--- config.mk ---
export PLATFORM = sky130hd
export DESIGN_NAME = label_terminator_cell
export DESIGN_NICKNAME = d
export VERILOG_FILES = /design/src/verilog/label_term_pkg.sv /design/src/verilog/cell_geometry.sv /design/src/verilog/label_terminator_cell.sv
export VERILOG_INCLUDE_DIRS = /design/src /design/src/verilog
export SDC_FILE = /design/constraint.sdc
export NUM_CORES = 1
export LEC_CHECK = 0
export BUFFER_PORTS_ARGS = -buffer_cell sky130_fd_sc_hd__buf_2
export CAP_MARGIN = 20
export CORE_MARGIN = 3
export CORE_UTILIZATION = 49
export DETAILED_ROUTE_END_ITERATION = 12
export HOLD_SLACK_MARGIN = 0.1
export PLACE_DENSITY = 0.82
export SLEW_MARGIN = 20
export SYNTH_ARGS = -nofsm -noshare
export SYNTH_HDL_FRONTEND = slang
export SYNTH_SLANG_ARGS = --single-unit
--- constraint.sdc ---
create_clock -name CLK -period 1.7 [get_ports CLK]
set_input_delay 0.34 -clock CLK [delete_from_list [all_inputs] [get_ports CLK]]
set_output_delay 0.34 -clock CLK [all_outputs]
set_load 0.005 [all_outputs]
--- src/verilog/label_term_defines.svh ---
// Summary of operation
// - After reset or initialize, terminator is end-of-text, code 3.
// - The first character after define-terminator becomes the new terminator.
// - Null or escape given: command ignored, no error, terminator kept.
// - Line feed or semicolon given: terminator restored to code 3, no error.
// - Printing terminator ends the label and is also drawn.
// - Control terminator ends the label and performs its usual control function, except code 3, which only ends it.
// - Terminator persists until redefined, initialized or defaulted.
// - Label text of all three label commands ends only at the active terminator or an initialize.
// - Extra characters after define-terminator raise error 2; first is kept.
// - Cell height is twice the uppercase character height.
// - Fixed-space cell width is 1.5 times the character width.
// - Variable-space average cell width is 1.5 times the average width.
// - Cell origin and character origin sit at the lower-left corner.
// - Missing terminator: every later byte stays label text, printing ones drawn and control ones executed, until an initialize.
`ifndef LABEL_TERM_DEFINES_SVH
`define LABEL_TERM_DEFINES_SVH
`define TERM_DEFAULT   8'h03
`define CHAR_NULL      8'h00
`define CHAR_LF        8'h0a
`define CHAR_ESC       8'h1b
`define CHAR_SEMI      8'h3b
`define CHAR_SPACE     8'h20
`define CHAR_DEL       8'h7f
`define ERR_PARAM      4'h2
`define CELL_ORIGIN_X  16'h0000
`define CELL_ORIGIN_Y  16'h0000
`endif

--- src/verilog/label_term_pkg.sv ---
package label_term_pkg;
  typedef enum logic [2:0] {
    OP_NONE, OP_LABEL, OP_BUF_LABEL, OP_DISP_LABEL, OP_DEF_TERM, OP_INIT
  } op_type;
  typedef enum logic [1:0] {ST_IDLE, ST_TEXT, ST_DT_ARG, ST_DT_EXTRA} st_type;
endpackage : label_term_pkg

--- src/verilog/cell_geometry.sv ---
`timescale 1ns/1ps
`default_nettype none
`include "label_term_defines.svh"
module cell_geometry #(
  parameter int W = 16
) (
  input  wire logic         clk,
  input  wire logic         rst_n,
  input  wire logic         ce,
  input  wire logic [W-1:0] char_w,
  input  wire logic [W-1:0] char_h,
  output logic      [W+1:0] cell_w,
  output logic      [W+1:0] cell_h,
  output logic      [W-1:0] org_x,
  output logic      [W-1:0] org_y
);
  // Width times 1.5 kept exact as three half units; fixed or average same
  always_ff @(posedge clk or negedge rst_n) begin
    if (!rst_n) begin
      cell_w <= '0;
      cell_h <= '0;
      org_x  <= '0;
      org_y  <= '0;
    end else if (ce) begin
      cell_w <= {2'b00, char_w} + {1'b0, char_w, 1'b0};
      cell_h <= {1'b0, char_h, 1'b0};
      org_x  <= W'(`CELL_ORIGIN_X);
      org_y  <= W'(`CELL_ORIGIN_Y);
    end
  end
  property p_cell_h;
    @(posedge clk) disable iff (!rst_n)
    ce |=> cell_h == 2 * $past(char_h);
  endproperty
  a_cell_h: assert property (p_cell_h)
    else $error("cell height not double");
  property p_cell_w;
    @(posedge clk) disable iff (!rst_n)
    ce |=> cell_w == 3 * $past(char_w);
  endproperty
  a_cell_w: assert property (p_cell_w)
    else $error("cell width not 1.5x in half units");
endmodule : cell_geometry
`default_nettype wire

--- src/verilog/label_terminator_cell.sv ---
`timescale 1ns/1ps
`default_nettype none
`include "label_term_defines.svh"
module label_terminator_cell
  import label_term_pkg::*;
#(
  parameter int W = 16
) (
  input  wire logic         CLK,
  input  wire logic         RST_N,
  input  wire logic         CE,
  input  wire logic         OP_VALID,
  input  wire op_type       OP_CODE,
  input  wire logic         BYTE_VALID,
  input  wire logic [7:0]   BYTE_DATA,
  input  wire logic         CMD_END,
  input  wire logic [W-1:0] CHAR_WIDTH,
  input  wire logic [W-1:0] CHAR_HEIGHT,
  output logic      [7:0]   TERMINATOR,
  output logic              IN_LABEL,
  output logic              DRAW_VALID,
  output logic      [7:0]   DRAW_CHAR,
  output logic              CTRL_VALID,
  output logic      [7:0]   CTRL_CHAR,
  output logic              LABEL_DONE,
  output logic              ERR_VALID,
  output logic      [3:0]   ERR_CODE,
  output logic      [W+1:0] CELL_WIDTH_HALF,
  output logic      [W+1:0] CELL_HEIGHT,
  output logic      [W-1:0] ORIGIN_X,
  output logic      [W-1:0] ORIGIN_Y
);
  // ==========================================================
  // Command sequencing
  st_type st_reg;
  logic   is_term;
  logic   printing;
  assign is_term  = BYTE_VALID && BYTE_DATA == TERMINATOR;
  assign printing = BYTE_DATA >= `CHAR_SPACE && BYTE_DATA != `CHAR_DEL;

  always_ff @(posedge CLK or negedge RST_N) begin
    if (!RST_N) begin
      st_reg <= ST_IDLE;
    end else if (CE) begin
      if (OP_VALID && OP_CODE == OP_INIT) begin
        st_reg <= ST_IDLE;
      end else begin
        unique case (st_reg)
          ST_IDLE: begin
            if (OP_VALID && (OP_CODE == OP_LABEL || OP_CODE == OP_BUF_LABEL
                || OP_CODE == OP_DISP_LABEL))
              st_reg <= ST_TEXT;
            else if (OP_VALID && OP_CODE == OP_DEF_TERM)
              st_reg <= ST_DT_ARG;
          end
          // Only the terminator ends text; CMD_END is ignored here
          ST_TEXT: if (is_term) st_reg <= ST_IDLE;
          ST_DT_ARG: begin
            if (CMD_END) st_reg <= ST_IDLE;
            else if (BYTE_VALID) st_reg <= ST_DT_EXTRA;
          end
          ST_DT_EXTRA: if (CMD_END) st_reg <= ST_IDLE;
        endcase
      end
    end
  end

  // ==========================================================
  // Terminator register
  always_ff @(posedge CLK or negedge RST_N) begin
    if (!RST_N) begin
      TERMINATOR <= `TERM_DEFAULT;
    end else if (CE) begin
      if (OP_VALID && OP_CODE == OP_INIT) begin
        TERMINATOR <= `TERM_DEFAULT;
      end else if (st_reg == ST_DT_ARG && BYTE_VALID && !CMD_END) begin
        if (BYTE_DATA == `CHAR_LF || BYTE_DATA == `CHAR_SEMI)
          TERMINATOR <= `TERM_DEFAULT;
        else if (BYTE_DATA != `CHAR_NULL && BYTE_DATA != `CHAR_ESC)
          TERMINATOR <= BYTE_DATA;
      end
    end
  end

  // ==========================================================
  // Error on extra characters
  always_ff @(posedge CLK or negedge RST_N) begin
    if (!RST_N) begin
      ERR_VALID <= 1'b0;
      ERR_CODE  <= 4'h0;
    end else if (CE) begin
      ERR_VALID <= st_reg == ST_DT_EXTRA && BYTE_VALID && !CMD_END;
      if (st_reg == ST_DT_EXTRA && BYTE_VALID && !CMD_END)
        ERR_CODE <= `ERR_PARAM;
    end
  end

  // ==========================================================
  // Label text routing
  always_ff @(posedge CLK or negedge RST_N) begin
    if (!RST_N) begin
      DRAW_VALID <= 1'b0;
      DRAW_CHAR  <= 8'h00;
      CTRL_VALID <= 1'b0;
      CTRL_CHAR  <= 8'h00;
      LABEL_DONE <= 1'b0;
      IN_LABEL   <= 1'b0;
    end else if (CE) begin
      DRAW_VALID <= st_reg == ST_TEXT && BYTE_VALID && printing;
      CTRL_VALID <= st_reg == ST_TEXT && BYTE_VALID && !printing
                    && (!is_term || BYTE_DATA != `TERM_DEFAULT);
      LABEL_DONE <= st_reg == ST_TEXT && is_term;
      if (BYTE_VALID) begin
        DRAW_CHAR <= BYTE_DATA;
        CTRL_CHAR <= BYTE_DATA;
      end
      // Initialize in mid-label drops the label at once
      IN_LABEL <= !(OP_VALID && OP_CODE == OP_INIT)
                  && ((st_reg == ST_TEXT && !is_term)
                  || (st_reg == ST_IDLE && OP_VALID && (OP_CODE == OP_LABEL
                  || OP_CODE == OP_BUF_LABEL || OP_CODE == OP_DISP_LABEL)));
    end
  end

  cell_geometry #(.W(W)) u_geom (
    .clk    (CLK),
    .rst_n  (RST_N),
    .ce     (CE),
    .char_w (CHAR_WIDTH),
    .char_h (CHAR_HEIGHT),
    .cell_w (CELL_WIDTH_HALF),
    .cell_h (CELL_HEIGHT),
    .org_x  (ORIGIN_X),
    .org_y  (ORIGIN_Y)
  );

  // ==========================================================
  // Checks
  property p_ignore_null_esc;
    @(posedge CLK) disable iff (!RST_N)
    (CE && st_reg == ST_DT_ARG && BYTE_VALID && !CMD_END && !OP_VALID
     && (BYTE_DATA == `CHAR_NULL || BYTE_DATA == `CHAR_ESC))
    |=> TERMINATOR == $past(TERMINATOR);
  endproperty
  a_ignore_null_esc: assert property (p_ignore_null_esc)
    else $error("terminator changed by null or escape");
  property p_restore;
    @(posedge CLK) disable iff (!RST_N)
    (CE && st_reg == ST_DT_ARG && BYTE_VALID && !CMD_END
     && (BYTE_DATA == `CHAR_LF || BYTE_DATA == `CHAR_SEMI))
    |=> TERMINATOR == `TERM_DEFAULT;
  endproperty
  a_restore: assert property (p_restore)
    else $error("terminator not restored");
  property p_adopt;
    @(posedge CLK) disable iff (!RST_N)
    (CE && !OP_VALID && st_reg == ST_DT_ARG && BYTE_VALID && !CMD_END
     && BYTE_DATA != `CHAR_NULL && BYTE_DATA != `CHAR_ESC
     && BYTE_DATA != `CHAR_LF && BYTE_DATA != `CHAR_SEMI)
    |=> TERMINATOR == $past(BYTE_DATA);
  endproperty
  a_adopt: assert property (p_adopt)
    else $error("new terminator not adopted");
  property p_hold;
    @(posedge CLK) disable iff (!RST_N)
    (st_reg != ST_DT_ARG && !(OP_VALID && OP_CODE == OP_INIT))
    |=> TERMINATOR == $past(TERMINATOR);
  endproperty
  a_hold: assert property (p_hold)
    else $error("terminator changed without command");
  property p_extra_err;
    @(posedge CLK) disable iff (!RST_N)
    (CE && st_reg == ST_DT_EXTRA && BYTE_VALID && !CMD_END && !OP_VALID)
    |=> ERR_VALID && ERR_CODE == `ERR_PARAM
        && TERMINATOR == $past(TERMINATOR);
  endproperty
  a_extra_err: assert property (p_extra_err)
    else $error("extra character not flagged");
  property p_print_term;
    @(posedge CLK) disable iff (!RST_N)
    (CE && !OP_VALID && st_reg == ST_TEXT && is_term && printing)
    |=> DRAW_VALID && LABEL_DONE && DRAW_CHAR == $past(BYTE_DATA);
  endproperty
  a_print_term: assert property (p_print_term)
    else $error("printing terminator not drawn");
  property p_ctrl_term;
    @(posedge CLK) disable iff (!RST_N)
    (CE && st_reg == ST_TEXT && is_term && !printing
     && BYTE_DATA != `TERM_DEFAULT)
    |=> CTRL_VALID && LABEL_DONE && !DRAW_VALID;
  endproperty
  a_ctrl_term: assert property (p_ctrl_term)
    else $error("control terminator not executed");
  property p_only_term;
    @(posedge CLK) disable iff (!RST_N)
    (CE && st_reg == ST_TEXT && !is_term && !OP_VALID)
    |=> st_reg == ST_TEXT && !LABEL_DONE;
  endproperty
  a_only_term: assert property (p_only_term)
    else $error("label ended without terminator");
  property p_init;
    @(posedge CLK) disable iff (!RST_N)
    (CE && OP_VALID && OP_CODE == OP_INIT) |=> TERMINATOR == `TERM_DEFAULT;
  endproperty
  a_init: assert property (p_init)
    else $error("init did not restore terminator");
  c_label_done: cover property (@(posedge CLK) disable iff (!RST_N)
    LABEL_DONE);
  c_error: cover property (@(posedge CLK) disable iff (!RST_N) ERR_VALID);
  c_new_term: cover property (@(posedge CLK) disable iff (!RST_N)
    TERMINATOR != `TERM_DEFAULT ##1 LABEL_DONE);
  c_ctrl_term: cover property (@(posedge CLK) disable iff (!RST_N)
    CTRL_VALID && LABEL_DONE);
  // Bytes outside label text must never reach drawing or control
  property p_idle_bytes;
    @(posedge CLK) disable iff (!RST_N)
    (CE && st_reg == ST_IDLE && BYTE_VALID)
    |=> !DRAW_VALID && !CTRL_VALID && !LABEL_DONE;
  endproperty
  a_idle_bytes: assert property (p_idle_bytes)
    else $error("byte outside label text was routed");
  property p_init_leaves_label;
    @(posedge CLK) disable iff (!RST_N)
    (CE && OP_VALID && OP_CODE == OP_INIT)
    |=> !IN_LABEL && st_reg == ST_IDLE;
  endproperty
  a_init_leaves_label: assert property (p_init_leaves_label)
    else $error("initialize did not leave label text");
endmodule : label_terminator_cell
`default_nettype wire

After elaboration in Yosys (flattened, before gate mapping)
Index checks and enable logic that the tools add are counted.
{"block": "op_classes", "add_sub_neg": 1, "n_lt_le_gt_ge": 1, "eq_ne": 18, "mux": 12, "reduce_logical": 36}
{"cell": "2-to-1 mux 8 bit", "n": 4}
{"cell": "logical AND 1 bit", "n": 19}
{"cell": "adder 16 x 17 -> 18 bit", "n": 1}
{"cell": "2-to-1 mux 2 bit", "n": 7}
{"cell": "== test 8 x 4 -> 1 bit (second input constant)", "n": 1}
{"cell": "== test 8 x 6 -> 1 bit (second input constant)", "n": 1}
{"cell": "== test 8 bit", "n": 1}
{"cell": ">= comparator 8 x 6 -> 1 bit (second input constant)", "n": 1}
{"cell": "inequality test 4 bit (second input constant)", "n": 2}
{"cell": "inequality test 8 x 2 -> 1 bit (second input constant)", "n": 1}
{"cell": "inequality test 8 x 5 -> 1 bit (second input constant)", "n": 1}
{"cell": "inequality test 8 x 7 -> 1 bit (second input constant)", "n": 1}
{"cell": "one-hot mux 2 bit (4 select lines)", "n": 1}
{"cell": "nonzero test 8 bit", "n": 1}
{"cell": "== test 3 x 2 -> 1 bit (second input constant)", "n": 2}
{"cell": "== test 3 bit (second input constant)", "n": 2}
{"cell": "inequality test 3 bit (second input constant)", "n": 2}
{"cell": "logical OR 1 bit", "n": 5}
{"cell": "AND reduction 5 bit", "n": 1}
{"cell": "== test 2 bit (second input constant)", "n": 2}
{"cell": "logical NOT 1 bit", "n": 4}
{"cell": "AND reduction 2 bit", "n": 2}
{"cell": "== test 3 x 1 -> 1 bit (second input constant)", "n": 1}
{"cell": "AND reduction 3 bit", "n": 1}
{"cell": "other kinds (4)", "n": 4}
{"block": "totals", "reg_bits": 58, "inputBits": 49, "out_inout_bits": 101, "wordCells": 79}

Logic depth before layout (Yosys ltp)
{"block": "logic_depth", "word_depth": 7, "mapped_depth": 8, "depth_no_buf": 8}

Hierarchy
A second synthesis with hierarchy kept.
{"block": "unflattened", "hier_cells": 371, "area_unflattened_um2": 3751.1}
{"module": "cell_geometry", "n_inst": 1, "cells_per_inst": 239, "area_per_inst_um2": 2389.8}
{"module": "label_terminator_cell", "n_inst": 1, "cells_per_inst": 132, "area_per_inst_um2": 1361.3}

Least setup slack after synthesis
No wires, ideal clock.
{"block": "synth_path", "path_kind": "input to register", "from": "in CHAR_WIDTH[0]", "to": "reg u_geom.cell_w[13]", "setup_ns": 0.125, "arrival_time_ns": 2.195, "slack_ns": -0.619, "cell_stages": 8, "path_buffers": 0, "path_cell_list": "ha_1 -> fa_1 -> a211oi_2 -> o21ai_1 -> a21oi_1 -> o221ai_1 -> xor2_1 -> mux2_2"}
{"block": "synth_via", "elab_chain_cells": 1}
{"element": "from (decl)", "line": "label_terminator_cell.sv:17", "rtl": "input wire logic [W-1:0] CHAR_WIDTH,"}
{"element": "adder 16 x 17 -> 18 bit", "line": "cell_geometry.sv:25", "rtl": "cell_w <= {2'b00, char_w} + {1'b0, char_w, 1'b0};"}
{"element": "to (signal assigned)", "line": "cell_geometry.sv:25"}
{"element": "to (decl)", "line": "cell_geometry.sv:12", "rtl": "output logic [W+1:0] cell_w,"}
Every way passes these cells.
A chain may end at the register's enable or synchronous reset.

Final worst setup path
{"block": "layout_path", "from": "in CHAR_WIDTH[1]", "to": "reg u_geom.cell_w[11]"}
The elaborated chain is that of the path after synthesis.

==> out/metrics.cfg <==
[clock_tree]
clk_latency_ns = 0.33
root_buffer = clkbuf_8
htreeDepth = 3
clk_path_buf_depth = 2
cts.clk_slew.worst_paths_ns = 0.07
numCtsBuffers = 9
cts.sinks = 58
tritoncts = yes

[finish]
drive_above_1_share_pct = 45.44
regMostFlops = u_geom.cell_w
multi_input_area_um2 = 1981
seq_area_um2 = 1454
post-route-cell-area_um2 = 4803
nNetsFinal = 578
layout-area-overhead-vs-synth_pct = 34.56
n_antenna_cell = 0
num-fill-cells = 526
reg.largest.list = u_geom.cell_w (18), u_geom.cell_h (16)
largest_register_ffs = 18
fin_util_pct = 69.17

[timing]
worst_pin_slew_ns = 0.5789
finalWorstPathRequiredPeriod_ns = 1.972
relSlewSlack_pct = 60.92
finalHoldViolCount = 0
setup_violations = 12
fin_worst_skew_ns = 0.007198
period_share_pct = 116.0
rsz0062_at_grt = yes
setup_ws_ns = -0.2723
tns_ns = -1.747
hold_slack_ns = 0.2387
clock.fmax_mhz = 507.0
slew_violations = 0

[yosys]
async_reset_ff_share_pct = 100.0
synthXorXnorAreaFrac_pct = 3.435
synth_top_cell_area_share_pct = 39.26
yosys.area_share.simple_pct = 10.45
synth_edf_count = 0
synth.yosys.seq_area_share_pct = 40.73
netlist_area_um2 = 3570
avgSynthCellArea_um2 = 10.06
syn_inst = 355
ys_top_cells_by_area = dfrtp_1 39%, buf_4 9.5%, mux2_2 9.5%
synth_top_family_by_area = compound AO/OA/AOI/OAI gates
yosys.area.top_type = dfrtp_1
ys_warn_count = 0
ys_types = 55
ys_top_cells_by_count = 56 x dfrtp_1, 45 x buf_4, 30 x mux2_2
synthMuxAreaShare_pct = 10.59
synth_seq_cells = 58
synth_ff_type = dfrtp_1
synth-adder-area-share_pct = 6.519
synth_compound_area_share_pct = 15.14
yosysMostFrequentCell = dfrtp_1

[power_and_ir_drop]
total_power_mw = 4.423
p_per_area_nw_per_um2 = 920.8
peakVddDrop_v = 0.0005276
p_leak_nw = 2.404

[worst_setup_path]
r2r_cells = 4
timing_worst_setup_path_type = input pin to flip-flop
r2r-start = st_reg[0]$_DFFE_PN0P_
cp-end-kind = flip-flop
startpoint = CHAR_WIDTH[1]
cp_max_fo = 3
start_kind = input pin
cp.arrival_ns = 2.23
cp.required_ns = 1.95
rrSetupSlack_ns = 0.19

[worst_hold_path]
hold-path-cell-count = 2
hold_class = input pin to flip-flop
hold_start = CHAR_HEIGHT[4]

[global_route]
grt_max_degree = 31
antenna_found_initial = 0
grt_overflow_total = 0
grt.total_usage_pct = 22.84
grt_pass1_wl_um = 15320
grt_pass1_vias = 3213

[routing]
wl_per_cell_um = 15.39
drtPass1Iterations = 4
drtIter0Drc = 142
routed_wirelength_um = 9401
drc = 0
ant_nets = 0
num_vias = 3186
avgViaCountPerCell = 5.214

[floorplanning]
die_y_um = 91.35
die_w_um = 91.35
die-area_um2 = 8345
io_pins = 150
start_util_pct = 51.41
core_um2 = 6944
core.rowCount = 30

[outcome]
outcome = finished with violations
violations = setup timing

[placement]
place_hpwl_um = 6898
io_buffers = 112
gp_congestion = 0.8983
placedInstanceArea_um2 = 4374

[run]
cap_violations = 0

-- power by group --
part	total, mW	internal, mW	switching, mW
registers	1.80	1.63	0.178
clock network	1.24	0.706	0.533
logic	1.38	0.725	0.655
-- final timing paths --
kind                                                 endpoint
max in group asynchronous           TERMINATOR[1]$_DFFE_PN1P_
min in group asynchronous                IN_LABEL$_DFFE_PN0P_
worst min-delay path             u_geom.cell_h[5]$_DFFE_PN0P_
worst max register to register      TERMINATOR[4]$_DFFE_PN0P_
worst min register to register        ERR_CODE[1]$_DFFE_PN0P_
worst max-delay path            u_geom.cell_w[11]$_DFFE_PN0P_
-- layout make-up --
class / count / share of cell area (%)
multi-input combinational: 258 / 41.23
sequential: 58 / 30.27
timing repair buffer: 167 / 20.81
clock buffer: 12 / 3.022
tap: 96 / 2.501
inverter: 17 / 1.328
clock inverter: 3 / 0.8335
-- metrics by stage --
step,setup slack [ns],instances
global route,-0.3576,611
floorplan,-0.3518,391
detailed placement,-0.6759,586
CTS,-0.2369,609
global placement,-0.5686,586
finish,-0.2723,611
-- layer usage --
layer / wire [µm] / GRT usage (%) / vias up
met2: 4882 / 40.77 / 138
li1: - / - / 1493
met3: 576 / 3.894 / 15
met1: 3779 / 27.58 / 1540
met5: 0 / 0 / -
met4: 162 / 8.166 / 0
-- cells in the final DEF, fill, tap and decap left out, types with 3 or more instances in the layout --
cell      Yosys  final
ha_1         17     13
ha_4          0      4
mux2_4        0      4
nor4_1        3      3
inv_1        16     16
mux2i_1       4      4
o21ai_0      16     11
or3_1         3      3
nand4_1       4      4
a22o_1        7      7
clkbuf_8      0     10
nand3_1       6      6
mux2_2       30     26
conb_1        1     37
nor3_1       10     10
nand2_1      23     23
nand2b_1      3      3
a21oi_1      17     13
dfrtp_1      56     56
buf_4        45     52
buf_2         0    110
xnor2_1      13     12
o21a_1        5      5
buf_6         2      3
o21ai_1       1      4
nor2_1       14     14
a21o_1        7      7
-- logic make-up (layout without fill, tap and decap cells) --
| logic type | after synthesis | count (layout) |
|---|---|---|
| muxes | 34 | 34 |
| adders and majority gates | 18 | 18 |
| DFF | 58 | 58 |
| xor gates and xnor gates | 14 | 14 |
| and+or+nand+nor | 76 | 76 |
| other | 1 | 37 |
| buffers and inverters | 75 | 199 |
| AOI/OAI and AO/OA | 79 | 79 |
-- repair_timing --
item	in CTS	in global routing
hold endpoints to repair	56	0
pin swaps	18	14
setup buffers	7	4
gates resized for setup	18	11
hold buffers	1	0
setup endpoints to repair	10	12
-- worst max-delay path, cell delays in order --
cell	delay, ns
buf_8	0.10
ha_4	0.15
fa_2	0.38
a211oi_4	0.29
o21ai_4	0.12
a2111oi_4	0.42
o21ai_2	0.10
a21o_1	0.16
a31oi_1	0.16
No activity file was read; power rests on OpenSTA's default activity.
